## config.mk

```make
export PLATFORM = sky130hd
export DESIGN_NAME = system_power_state_control
export DESIGN_NICKNAME = d
export VERILOG_FILES = /design/src/rtl/power_ctl_pkg.sv /design/src/rtl/system_power_state_control.sv
export VERILOG_INCLUDE_DIRS = /design/src /design/src/rtl
export SDC_FILE = /design/constraint.sdc
export NUM_CORES = 1
export LEC_CHECK = 0
export BUFFER_PORTS_ARGS = -buffer_cell sky130_fd_sc_hd__buf_2
export CAP_MARGIN = 10
export CORE_ASPECT_RATIO = 0.8
export CORE_MARGIN = 10
export CORE_UTILIZATION = 40
export DETAILED_ROUTE_END_ITERATION = 7
export PLACE_DENSITY = 0.66
export SETUP_SLACK_MARGIN = 0.05
export SYNTH_ARGS = -nofsm -noshare
export SYNTH_HDL_FRONTEND = slang
export SYNTH_SLANG_ARGS = --single-unit
export TNS_END_PERCENT = 1
```

## constraint.sdc

```tcl
create_clock -name clk_i -period 7.1 [get_ports clk_i]
set_input_delay 1.775 -clock clk_i [delete_from_list [all_inputs] [get_ports clk_i]]
set_output_delay 1.775 -clock clk_i [all_outputs]
set_load 0.005 [all_outputs]
```

## src/rtl/power_ctl_map.svh

```systemverilog
// register indices, field positions, reset values and timing figures of the power controller
`ifndef POWER_CTL_MAP_SVH
`define POWER_CTL_MAP_SVH

// register indices; byte address is four times the index
`define PSC_IDX_ACTIVATE 8'h30
`define PSC_IDX_CTL1 8'h40
`define PSC_IDX_CTL2 8'h41
`define PSC_IDX_STATUS 8'h42

// activation register fields
`define PSC_ACT_EN 0

// power control register 1 fields
`define PSC_CTL1_DELAY_LONG 1
`define PSC_CTL1_POR_LEVEL 2
`define PSC_CTL1_POR_CLEAR 3
`define PSC_CTL1_ACTIVATION_MASK_AFTER_FAILURE 4
`define PSC_CTL1_SW_OFF 5
`define PSC_CTL1_FS_RESET 6
`define PSC_CTL1_PFAIL 7

// power control register 2 fields
`define PSC_CTL2_TM_EN 0
`define PSC_CTL2_RING_MODE 2
`define PSC_CTL2_RING_EN 3
`define PSC_CTL2_RI1_EN 4
`define PSC_CTL2_RI2_EN 5
`define PSC_CTL2_OFF_DELAY 6

// status register fields, all cleared by a read
`define PSC_ST_TMD 0
`define PSC_ST_RING 1
`define PSC_ST_RI1 2
`define PSC_ST_RI2 3
`define PSC_ST_SW_ON 4
`define PSC_ST_SW_OFF 5

// default values loaded after no power
`define PSC_ACT_RST 1'h0
`define PSC_CTL1_RST 8'h00
`define PSC_CTL2_RST 8'h00
`define PSC_ST_RST 6'h00

// timing figures in their own units and the clock rate
`define PSC_CLK_HZ 64'd100000000
`define PSC_RECOVERY_S 64'd1
`define PSC_DEBOUNCE_MS 64'd14
`define PSC_FS_SHORT_S 64'd4
`define PSC_FS_LONG_S 64'd20

// cycle counts derived from the figures
`define PSC_RECOVERY_CYC (`PSC_CLK_HZ * `PSC_RECOVERY_S)
`define PSC_DEBOUNCE_CYC ((`PSC_CLK_HZ * `PSC_DEBOUNCE_MS + 64'd999) / 64'd1000)
`define PSC_FS_SHORT_CYC (`PSC_CLK_HZ * `PSC_FS_SHORT_S)
`define PSC_FS_LONG_CYC (`PSC_CLK_HZ * `PSC_FS_LONG_S)

`endif

```

## src/rtl/power_ctl_pkg.sv

```systemverilog
// types shared by the power controller
`default_nettype none
package power_ctl_pkg;
	// classified system power state
	typedef enum logic [1:0] {
		ps_no_power,
		ps_on,
		ps_off,
		ps_failure
	} power_state_t;

	// supply presence indications
	typedef struct packed {
		logic main_present;
		logic standby_present;
		logic battery_present;
		logic sys_below_bat;
	} supply_t;

	// wake and switch inputs, active-low pins keep their pin level
	typedef struct packed {
		logic switch_n;
		logic ring_n;
		logic ring_train;
		logic serial_ring_indicator_1_n;
		logic serial_ring_indicator_2_n;
		logic time_match;
	} wake_t;
endpackage : power_ctl_pkg
`default_nettype wire

```

## src/rtl/system_power_state_control.sv

```systemverilog
// always-on power supply controller with set-reset supply enable and wishbone registers
//
// What this block does
// - main present is on; standby only is off
// - battery without standby means power failure
// - defaults loaded only after no power
// - system supply near battery enters failure
// - wait one second after failure recovery
// - supply enable is a set-reset flip-flop
// - flip-flop holds its value through failure
// - enabled time match activates supply
// - switch-on event activates supply
// - ring edge or train activates when enabled
// - enabled serial ring falling edge activates
// - switch-off without delay deactivates at once
// - fail-safe terminal count deactivates supply
// - software off command deactivates supply
// - flip-flop one means supply inactive
// - registers locked while activation bit clear
// - switch-off raises power-off request
// - failure masks wake inputs other than time match unless mask bit set
// - failure saves state and forces inactive
// - after one second restore unless masked
// - time match in failure remembered
// - mask plus failure flag: switch only
// - switch debounced 14 to 16 ms
// - off-delay bit starts fail-safe countdown
// - delay select: 4 or 20 seconds
// - fail-safe reset command stops timer
`include "power_ctl_map.svh"
`default_nettype none
module system_power_state_control #(
	parameter int unsigned RECOVERY_CYCLES = 32'(`PSC_RECOVERY_CYC),
	parameter int unsigned DEBOUNCE_CYCLES = 32'(`PSC_DEBOUNCE_CYC),
	parameter int unsigned FS_SHORT_CYCLES = 32'(`PSC_FS_SHORT_CYC),
	parameter int unsigned FS_LONG_CYCLES = 32'(`PSC_FS_LONG_CYC)
) (
	// clock and first-power reset
	input wire logic clk_i,
	input wire logic rst_i,
	// wishbone slave
	input wire logic wb_cyc_i,
	input wire logic wb_stb_i,
	input wire logic wb_we_i,
	input wire logic [11:0] wb_adr_i,
	input wire logic [3:0] wb_sel_i,
	input wire logic [31:0] wb_dat_i,
	output logic [31:0] wb_dat_o,
	output logic wb_ack_o,
	// supplies and wake sources
	input wire power_ctl_pkg::supply_t supply_i,
	input wire power_ctl_pkg::wake_t wake_i,
	// power supply side
	output logic supply_enable_out_n_o,
	output logic power_off_req_n_o,
	output var power_ctl_pkg::power_state_t power_state_o
);
	// supply synchroniser: first stage read by the second only
	power_ctl_pkg::supply_t sup_meta;
	power_ctl_pkg::supply_t sup;
	always_ff @(posedge clk_i) begin
		sup_meta <= supply_i;
		sup <= sup_meta;
	end

	// power state classification
	wire no_pwr = !sup.battery_present && !sup.standby_present;
	wire fail_cond = (!sup.standby_present && sup.battery_present) || sup.sys_below_bat;
	power_ctl_pkg::power_state_t state;
	power_ctl_pkg::power_state_t next_state;
	assign next_state = no_pwr ? power_ctl_pkg::ps_no_power :
		fail_cond ? power_ctl_pkg::ps_failure :
		sup.main_present ? power_ctl_pkg::ps_on : power_ctl_pkg::ps_off;
	wire in_fail = (state == power_ctl_pkg::ps_failure);
	wire leave_fail = in_fail && (next_state == power_ctl_pkg::ps_on ||
		next_state == power_ctl_pkg::ps_off);
	wire enter_fail = !in_fail && (next_state == power_ctl_pkg::ps_failure);
	// init covers first power and any return from no power, never a system reset
	wire init = rst_i || no_pwr;

	always_ff @(posedge clk_i) begin
		if (rst_i) begin
			state <= power_ctl_pkg::ps_no_power;
		end else begin
			state <= next_state;
		end
	end

	// register storage
	logic act;
	logic delay_long;
	logic por_level;
	logic activation_mask_after_failure;
	logic pfail;
	logic tm_en;
	logic ring_mode;
	logic ring_en;
	logic ri1_en;
	logic ri2_en;
	logic off_delay;
	logic [5:0] status;
	localparam logic [7:0] CTL1_DEF = `PSC_CTL1_RST; // default images, indexed per field
	localparam logic [7:0] CTL2_DEF = `PSC_CTL2_RST;

	// bus decode; registers other than activation answer zero while locked
	wire [7:0] idx = wb_adr_i[9:2];
	wire in_range = (wb_adr_i[11:10] == 2'h0);
	wire req = wb_cyc_i && wb_stb_i;
	wire hit_act = in_range && (idx == `PSC_IDX_ACTIVATE);
	wire hit_ctl1 = in_range && (idx == `PSC_IDX_CTL1) && act;
	wire hit_ctl2 = in_range && (idx == `PSC_IDX_CTL2) && act;
	wire hit_st = in_range && (idx == `PSC_IDX_STATUS) && act;
	wire wr_fire = req && wb_ack_o && wb_we_i && wb_sel_i[0];
	wire rd_fire = req && !wb_ack_o && !wb_we_i; // status clears as the word is captured
	wire wr_act = wr_fire && hit_act;
	wire wr_ctl1 = wr_fire && hit_ctl1;
	wire wr_ctl2 = wr_fire && hit_ctl2;
	wire rd_st = rd_fire && hit_st;
	wire sw_off_cmd = wr_ctl1 && wb_dat_i[`PSC_CTL1_SW_OFF];
	wire fs_reset_cmd = wr_ctl1 && wb_dat_i[`PSC_CTL1_FS_RESET];
	wire por_clear_cmd = wr_ctl1 && wb_dat_i[`PSC_CTL1_POR_CLEAR];
	wire pfail_clear = wr_ctl1 && wb_dat_i[`PSC_CTL1_PFAIL];

	// read mux; command bits read as zero
	wire [7:0] rd_ctl1 = {pfail, 2'h0, activation_mask_after_failure, 1'h0, por_level, delay_long, 1'h0};
	wire [7:0] rd_ctl2 = {1'h0, off_delay, ri2_en, ri1_en, ring_en, ring_mode, 1'h0, tm_en};
	wire [7:0] rdata = hit_act ? {7'h00, act} : hit_ctl1 ? rd_ctl1 :
		hit_ctl2 ? rd_ctl2 : hit_st ? {2'h0, status} : 8'h00;

	// classic wishbone answer: ack one cycle after request, dropped the next
	always_ff @(posedge clk_i) begin
		if (rst_i) begin
			wb_ack_o <= 1'b0;
			wb_dat_o <= 32'h0000_0000;
		end else begin
			wb_ack_o <= req && !wb_ack_o;
			wb_dat_o <= (req && !wb_ack_o) ? {24'h000000, rdata} : wb_dat_o;
		end
	end

	// configuration registers, defaults loaded at first-power reset and during no power, bus writes otherwise
	always_ff @(posedge clk_i) begin
		if (init) begin
			act <= `PSC_ACT_RST;
			{activation_mask_after_failure, por_level, delay_long} <= {CTL1_DEF[`PSC_CTL1_ACTIVATION_MASK_AFTER_FAILURE],
				CTL1_DEF[`PSC_CTL1_POR_LEVEL], CTL1_DEF[`PSC_CTL1_DELAY_LONG]};
			{off_delay, ri2_en, ri1_en, ring_en, ring_mode, tm_en} <= {
				CTL2_DEF[`PSC_CTL2_OFF_DELAY], CTL2_DEF[`PSC_CTL2_RI2_EN],
				CTL2_DEF[`PSC_CTL2_RI1_EN], CTL2_DEF[`PSC_CTL2_RING_EN],
				CTL2_DEF[`PSC_CTL2_RING_MODE], CTL2_DEF[`PSC_CTL2_TM_EN]};
		end else begin
			act <= wr_act ? wb_dat_i[`PSC_ACT_EN] : act;
			if (wr_ctl1) begin
				activation_mask_after_failure <= wb_dat_i[`PSC_CTL1_ACTIVATION_MASK_AFTER_FAILURE];
				por_level <= wb_dat_i[`PSC_CTL1_POR_LEVEL];
				delay_long <= wb_dat_i[`PSC_CTL1_DELAY_LONG];
			end
			if (wr_ctl2) begin
				off_delay <= wb_dat_i[`PSC_CTL2_OFF_DELAY];
				ri2_en <= wb_dat_i[`PSC_CTL2_RI2_EN];
				ri1_en <= wb_dat_i[`PSC_CTL2_RI1_EN];
				ring_en <= wb_dat_i[`PSC_CTL2_RING_EN];
				ring_mode <= wb_dat_i[`PSC_CTL2_RING_MODE];
				tm_en <= wb_dat_i[`PSC_CTL2_TM_EN];
			end
		end
	end

	// power-fail flag: set on entry wins over a clearing write
	always_ff @(posedge clk_i) begin
		if (init) begin
			pfail <= CTL1_DEF[`PSC_CTL1_PFAIL];
		end else begin
			pfail <= enter_fail || (pfail && !pfail_clear);
		end
	end

	// one-second recovery timer, started when standby returns
	logic recovering;
	logic [31:0] rec_cnt;
	wire rec_done = recovering && (rec_cnt == 32'h0000_0001);
	always_ff @(posedge clk_i) begin
		if (init) begin
			recovering <= 1'b0;
			rec_cnt <= 32'h0000_0000;
		end else if (leave_fail) begin
			recovering <= 1'b1;
			rec_cnt <= RECOVERY_CYCLES;
		end else if (in_fail || rec_done) begin
			recovering <= 1'b0;
			rec_cnt <= 32'h0000_0000;
		end else if (recovering) begin
			rec_cnt <= rec_cnt - 32'h0000_0001;
		end
	end

	// switch, ring and serial ring inputs held high and ring train held low through failure and the recovery second while activation_mask_after_failure is clear
	wire mask_inputs = (in_fail || recovering) && !activation_mask_after_failure;
	wire sw_raw = mask_inputs ? 1'b1 : wake_i.switch_n;
	wire ring_m = mask_inputs ? 1'b1 : wake_i.ring_n;
	wire ri1_m = mask_inputs ? 1'b1 : wake_i.serial_ring_indicator_1_n;
	wire ri2_m = mask_inputs ? 1'b1 : wake_i.serial_ring_indicator_2_n;
	wire train_m = !mask_inputs && wake_i.ring_train;

	// switch debounce: a new level needs a full quiet interval
	logic sw_db;
	logic sw_db_prev;
	logic [31:0] db_cnt;
	always_ff @(posedge clk_i) begin
		if (init) begin
			sw_db <= 1'b1;
			sw_db_prev <= 1'b1;
			db_cnt <= 32'h0000_0000;
		end else begin
			sw_db_prev <= sw_db;
			if (sw_raw == sw_db) begin
				db_cnt <= 32'h0000_0000;
			end else if (db_cnt == DEBOUNCE_CYCLES - 32'h0000_0001) begin
				sw_db <= sw_raw;
				db_cnt <= 32'h0000_0000;
			end else begin
				db_cnt <= db_cnt + 32'h0000_0001;
			end
		end
	end

	// edge detection on ring, serial ring and time match inputs; ring train is used as a level
	logic ring_prev;
	logic ri1_prev;
	logic ri2_prev;
	logic tm_prev;
	always_ff @(posedge clk_i) begin
		if (init) begin
			{ring_prev, ri1_prev, ri2_prev, tm_prev} <= 4'hE;
		end else begin
			{ring_prev, ri1_prev, ri2_prev, tm_prev} <= {ring_m, ri1_m, ri2_m, wake_i.time_match};
		end
	end

	// event terms
	wire sw_fall = sw_db_prev && !sw_db;
	wire sw_on_ev = sw_fall && !sup.main_present;
	wire sw_off_ev = sw_fall && sup.main_present;
	wire ring_fall = ring_prev && !ring_m;
	wire ri1_fall = ri1_prev && !ri1_m;
	wire ri2_fall = ri2_prev && !ri2_m;
	wire tm_rise = wake_i.time_match && !tm_prev;
	wire ring_ev = ring_en && (ring_mode ? train_m : ring_fall);
	wire ri_ev = (ri1_en && ri1_fall) || (ri2_en && ri2_fall);
	wire tm_ev = tm_en && tm_rise;
	wire only_switch = activation_mask_after_failure && pfail;
	wire held = in_fail || recovering;
	wire set_cond = !held && (sw_on_ev || (!only_switch && (tm_ev || ring_ev || ri_ev)));

	// fail-safe timer; further switch-off events are ignored while it runs
	logic fs_run;
	logic [31:0] fs_cnt;
	wire fs_expire = fs_run && (fs_cnt == 32'h0000_0000);
	always_ff @(posedge clk_i) begin
		if (init || fs_reset_cmd || !sup.main_present || fs_expire) begin
			fs_run <= 1'b0;
			fs_cnt <= 32'h0000_0000;
		end else if (sw_off_ev && off_delay && !fs_run) begin
			fs_run <= 1'b1;
			fs_cnt <= (delay_long ? FS_LONG_CYCLES : FS_SHORT_CYCLES) - 32'h0000_0001;
		end else if (fs_run) begin
			fs_cnt <= fs_cnt - 32'h0000_0001;
		end
	end

	// supply-enable flip-flop, one means inactive; deactivation wins
	logic onff;
	logic saved;
	logic tm_pending;
	wire reset_cond = (sw_off_ev && !off_delay) || fs_expire || sw_off_cmd;
	always_ff @(posedge clk_i) begin
		if (init) begin
			onff <= 1'b1;
		end else if (reset_cond) begin
			onff <= 1'b1;
		end else if (rec_done) begin
			onff <= activation_mask_after_failure ? 1'b1 : (saved && !tm_pending);
		end else if (set_cond) begin
			onff <= 1'b0;
		end
	end

	// failure bookkeeping; onff itself is left alone during failure
	always_ff @(posedge clk_i) begin
		if (init) begin
			saved <= 1'b1;
			tm_pending <= 1'b0;
		end else begin
			saved <= enter_fail ? onff : saved;
			tm_pending <= held && (tm_pending || (tm_ev && !activation_mask_after_failure));
		end
	end

	// registered outputs; failure and recovery force supply off
	always_ff @(posedge clk_i) begin
		if (rst_i) begin
			supply_enable_out_n_o <= 1'b1;
			power_state_o <= power_ctl_pkg::ps_no_power;
		end else begin
			supply_enable_out_n_o <= onff || held;
			power_state_o <= next_state;
		end
	end

	// power-off request: pulse in edge mode, held until cleared in level mode
	always_ff @(posedge clk_i) begin
		if (init) begin
			power_off_req_n_o <= 1'b1;
		end else if (sw_off_ev) begin
			power_off_req_n_o <= 1'b0;
		end else if (!por_level || por_clear_cmd) begin
			power_off_req_n_o <= 1'b1;
		end
	end

	// sticky status, event wins over the clearing read
	wire [5:0] st_set = {sw_off_ev, sw_on_ev, ri2_fall, ri1_fall,
		ring_mode ? train_m : ring_fall, tm_rise};
	always_ff @(posedge clk_i) begin
		if (init) begin
			status <= `PSC_ST_RST;
		end else begin
			status <= (status & {6{!rd_st}}) | st_set;
		end
	end
endmodule : system_power_state_control
`default_nettype wire

```

-- Yosys cells after proc, flatten, opt, wreduce, memory -nomap -nowiden
Cells that the tools add are included.
- bits in registers: 145
- input port bits: 63
- word-level logic and storage cells: 183
- add/subtract/negate cells: 4
- eq/ne operators: 11
- mux-type cells: 25
- bitwise gates (word level): 3
- reduce and logical (&&, ||, !) cells: 100
- operators with widths (cell ; number):
    $mux W27 ; 3
    $mux W32 ; 2
    $sub A32 B1 Y32 const B ; 2
    $logic_and A1 B1 Y1 ; 50
    $add A32 B1 Y32 const B ; 1
    $eq A32 B1 Y1 const B ; 1
    $eq A32 B21 Y1 const B ; 1
    $logic_not A32 Y1 ; 1
    $sub A31 B1 Y32 const B ; 1
    $mux W31 ; 1
    $eq A8 B7 Y1 const B ; 3
    $logic_not A1 Y1 ; 21
    $logic_or A1 B1 Y1 ; 18
    $mux W8 ; 2
    $mux W1 ; 12
    $eq A8 B6 Y1 const B ; 1
    $reduce_bool A2 Y1 ; 4
    $mux W7 ; 1
    $and A6 B6 Y6 ; 1
    $eq A2 B2 Y1 const B ; 3
    $mux W2 ; 3
    $mux W6 ; 1
    $or A6 B6 Y6 ; 1
    $reduce_or A3 Y1 ; 2
    7 further kinds ; 7

-- Logic depth before layout (Yosys ltp)
- word-level depth: 15
- gate-level depth with buffers: 11
- gate-level depth less buffers: 9

-- Worst setup path before layout
OpenSTA, ideal clock, no wires.
- kind: input-to-reg
- from: input wb_adr_i[11]
- to: register status[0]
- library setup time: 0.128 ns
- arrival time: 3.301 ns
- required time: 6.972 ns
- path slack: 3.671 ns
- cell stages on the path: 6
- path buffers: 1
- cell sequence: nor4_1 nand4_1 or4_1 clkbuf_1 a21oi_1 nor2_1
- cells in the longest elaborated chain, start to end: 7
- RTL lines (element ; line ; source):
    from (decl) ; system_power_state_control.sv:45 ; input wire logic [11:0] wb_adr_i,
    $logic_not A2 Y1 ; system_power_state_control.sv:107 ; wire in_range = (wb_adr_i[11:10] == 2'h0);
    $logic_and A1 B1 Y1 (2 in series) ; system_power_state_control.sv:112 ; wire hit_st = in_range && (idx == `PSC_IDX_STATUS) && act;
    $logic_and A1 B1 Y1 ; system_power_state_control.sv:118 ; wire rd_st = rd_fire && hit_st;
    $logic_not A1 Y1 ; system_power_state_control.sv:328 ; status <= (status & {6{!rd_st}}) | st_set;
    $and A6 B6 Y6 ; system_power_state_control.sv:328 ;
    $or A6 B6 Y6 ; system_power_state_control.sv:328 ;
    to (signal assigned) ; system_power_state_control.sv:326 ; status <= `PSC_ST_RST;
    to (signal assigned) ; system_power_state_control.sv:328 ;
    to (decl) ; system_power_state_control.sv:101 ; logic [5:0] status;
No other way between the ends.
A chain may end at the register's enable or synchronous reset.

-- Final worst setup path
- from: input wb_adr_i[11]
- to: register fs_cnt[27]
- cells in the longest elaborated chain, start to end: 8
- RTL lines (element ; line ; source):
    $logic_not A2 Y1 ; system_power_state_control.sv:107 ;
    $logic_and A1 B1 Y1 (2 in series) ; system_power_state_control.sv:110 ; wire hit_ctl1 = in_range && (idx == `PSC_IDX_CTL1) && act;
    $logic_and A1 B1 Y1 ; system_power_state_control.sv:116 ; wire wr_ctl1 = wr_fire && hit_ctl1;
    $logic_and A1 B1 Y1 ; system_power_state_control.sv:120 ; wire fs_reset_cmd = wr_ctl1 && wb_dat_i[`PSC_CTL1_FS_RESET];
    $logic_or A1 B1 Y1 (3 in series) ; system_power_state_control.sv:260 ; if (init || fs_reset_cmd || !sup.main_present || fs_expire) begin
    to (signal assigned) ; system_power_state_control.sv:265 ; fs_cnt <= (delay_long ? FS_LONG_CYCLES : FS_SHORT_CYCLES) - 32'h0000_0001;
    to (signal assigned) ; system_power_state_control.sv:267 ; fs_cnt <= fs_cnt - 32'h0000_0001;
    to (decl) ; system_power_state_control.sv:257 ; logic [31:0] fs_cnt;
No other way between the ends.

==> run_results.csv <==
group,metric,value,unit
outcome,status,"completed",
placed_design,dp_hpwl,11980,um
clock_network,clkTransAtPathRegs,0.06,ns
floorplanning,dieArea,23540,um^2
power,powerDensity,234.3,nW/um^2
sta,post-route-period-util,52.34,%
power,power.leakage,2.947,nW
worst_setup_path,crit_path_end_kind,"flip-flop",
logic_synthesis,synthCells,836,
clock_network,cts-root-buf,"clkbuf_16",
layout,nFillCells,1708,
detailed_routing,drt_iter0_markers,498,
sta,final.min_clock_period,3.716,ns
sta,fin_tns_setup,0,ns
detailed_routing,drcViolationCount,0,
sta,slew_headroom,21.54,%
logic_synthesis,yosys_warnings,0,
worst_setup_path,path_class,"in2reg",
global_route,grt_pass1_wl,28320,um
logic_synthesis,ys_top_cells_by_count,"dfxtp_1 (145), nor2_1 (121), nand2_1 (53)",
placed_design,gp_congestion,0.8537,
logic_synthesis,synth_most_common_cell,"dfxtp_1",
worst_setup_path,start_kind,"primary input",
sta,slew_viol_final,0,
detailed_routing,dr.pass1.iters,5,
logic_synthesis,ys_seq_elements,145,
detailed_routing,totalWireLength,17190,um
global_route,grt_max_degree,34,
clock_network,cts_buffers,17,
worst_setup_path,crit_fanout,33,
clock_network,cts_max_path_buffers,2,
logic_synthesis,yosys.area_share.simple,29.71,%
floorplanning,die_height,139.2,um
layout,multi_input_area,3862,um^2
clock_network,post_cts_buffers,0,
global_route,groute.usage.overall,14.29,%
worst_setup_path,worstPathArrival,3.98,ns
global_route,antenna_found_initial,1,
clock_network,h-tree-depth,4,
detailed_routing,vias_per_cell,5.525,
layout,area_delta_synth_final,11.86,%
logic_synthesis,synth_mux_area_share,1.707,%
logic_synthesis,synth-xor-area-share,8.748,%
worst_setup_path,slowest_delay,0.59,ns
floorplanning,row_count,43,
logic_synthesis,synth_top_family_by_area,"simple AND/OR/NAND/NOR gates",
logic_synthesis,synth.area.top_cells,"dfxtp_1 (41%), nor2_1 (6.4%), xor2_1 (4.6%)",
global_route,grt_pass1_vias,5491,
floorplanning,coreArea,17380,um^2
layout,drive_gt1_share,12.56,%
sta,fmax,269.1,MHz
clock_network,clock-sinks,145,
global_route,overflow,0,
detailed_routing,num_vias,6088,
clock_network,hold_buffers,0,
flow_run,maxCapViolCount,0,
layout,nNetsFinal,932,
sta,rsz0062_at_grt,"no",
detailed_routing,wl_per_cell,15.59,um
logic_synthesis,syn_area,7108,um^2
worst_setup_path,critical-path-slowest-cell,"nor4_1",
logic_synthesis,synth_compound_area_share,11.93,%
worst_setup_path,required,7.37,ns
detailed_routing,ant_nets,0,
logic_synthesis,synth_edf_count,0,
floorplanning,ios,100,
placed_design,io_buffers,46,
sta,hold_viol,0,
sta,setup_viol,0,
logic_synthesis,synth_fa_ha_area_share,0.8801,%
worst_setup_path,crit_chain,"buf_2 -> nor4_1 -> nand3_1 -> nor3_2 -> a211o_4 -> nor3_1",
logic_synthesis,postSynthAreaPerCell,8.502,um^2
floorplanning,initial_core_util,40.90,%
logic_synthesis,yosysTopAreaCellShare,40.84,%
clock_network,clk_latency,0.42,ns
layout,seq_area,2903,um^2
clock_network,post_cts_resized,0,
logic_synthesis,ys_async_sr_fraction,0,%
sta,hold_slack,0.3195,ns
clock_network,cts_tree,"built",
power,ir_drop,0.1342,mV
logic_synthesis,synth_ff_type,"dfxtp_1",
floorplanning,die_w,169.0,um
sta,skew,0.01018,ns
logic_synthesis,ys_types,69,
hold_path,hp-class,"reg2reg",
sta,worst_pin_slew,1.167,ns
logic_synthesis,synth_seq_area_share,40.84,%
logic_synthesis,yosys.area.top_type,"dfxtp_1",
## critical path, delay by kind of cell
| kind | cells | cell delay [ns] |
|---|---|---|
| AND/OR/NAND/NOR | 4 | 1.61 |
| buffers and inverters | 1 | 0.10 |
| AO/OA/AOI/OAI | 1 | 0.48 |
## state kept, by name, indices dropped and copies added (netlist names), 2 cells and up
register and flops:
sup_meta 4, rec_cnt 32, fs_cnt 32, status 6
wb_dat_o 8, sup 4, power_state_o 2, db_cnt 32
## cells by family after synthesis
group           count (synthesis)
compound gates                126
xor+xnor                       71
buf+inv                        82
fa+ha+maj                       5
other cells                     1
flops                         145
mux                            12
simple gates                  394
## layout make-up
class	count	area share, %
Antenna cell	1	0.03147
Timing Repair Buffer	48	3.084
Inverter	20	0.9441
Sequential cell	145	36.51
Multi-Input combinational cell	632	48.58
Clock inverter	11	1.574
Tap cell	225	3.541
Clock buffer	20	5.744
## power by group
part	switching (mW)	internal (mW)
clock	0.353	0.536
sequential	0.0131	0.828
combinational	0.0871	0.0454
## routing by layer
layer	wire length, um	vias up	track usage [%]
met5	0	-	0
met4	326	0	4.807
met3	1107	24	4.250
met2	6820	165	19.17
met1	8931	2891	20.96
li1	-	3008	-
## through the flow
stage | utilization [%] | instances | worst slack (ns) | total power, mW | area, um^2
finish | 45.76 | 1102 | 3.384 | 1.863 | 7951
global route | 45.76 | 1102 | 3.253 | 1.929 | 7951
CTS | 45.74 | 1101 | 3.457 | 1.873 | 7949
detailed placement | 42.39 | 1070 | 3.021 | 0.9865 | 7367
global placement | 42.39 | 1070 | 3.073 | 0.9858 | 7367
floorplan | - | 859 | 3.671 | 0.9599 | 7194
## path summary, 6_finish.rpt
| kind | startpoint | end | slack, ns | cells after the start |
|---|---|---|---|---|
| setup / recovery | wb_adr_i[11] | fs_cnt[27] | 3.38 | 6 |
| hold / removal | sup_meta[3] | sup[3] | 0.32 | 0 |
| setup reg to reg | sup[3] | fs_cnt[30] | 3.47 | 9 |
| hold reg to reg | sup_meta[3] | sup[3] | 0.32 | 0 |
## cell usage in the layout, fill, tap and decap left out, types with 4 or more instances in the layout
cell / instances
a211oi_1: 23
a21boi_0: 4
a21oi_1: 37
a31oi_1: 11
and3_1: 13
buf_2: 46
clkbuf_16: 17
conb_1: 24
dfxtp_1: 145
ha_1: 5
inv_1: 20
inv_6: 4
mux2i_1: 11
nand2_1: 53
nand2b_1: 5
nand3_1: 32
nand3b_1: 6
nand4_1: 32
nor2_1: 121
nor2b_1: 5
nor3_1: 29
nor3b_1: 5
nor4_1: 32
nor4b_1: 4
o211ai_1: 5
o21ai_0: 12
o31ai_1: 5
or2_2: 10
or3_1: 9
or3b_2: 4
or4_1: 7
xnor2_1: 34
xor2_1: 37
Note: power is estimated with default switching activity, not from simulation.
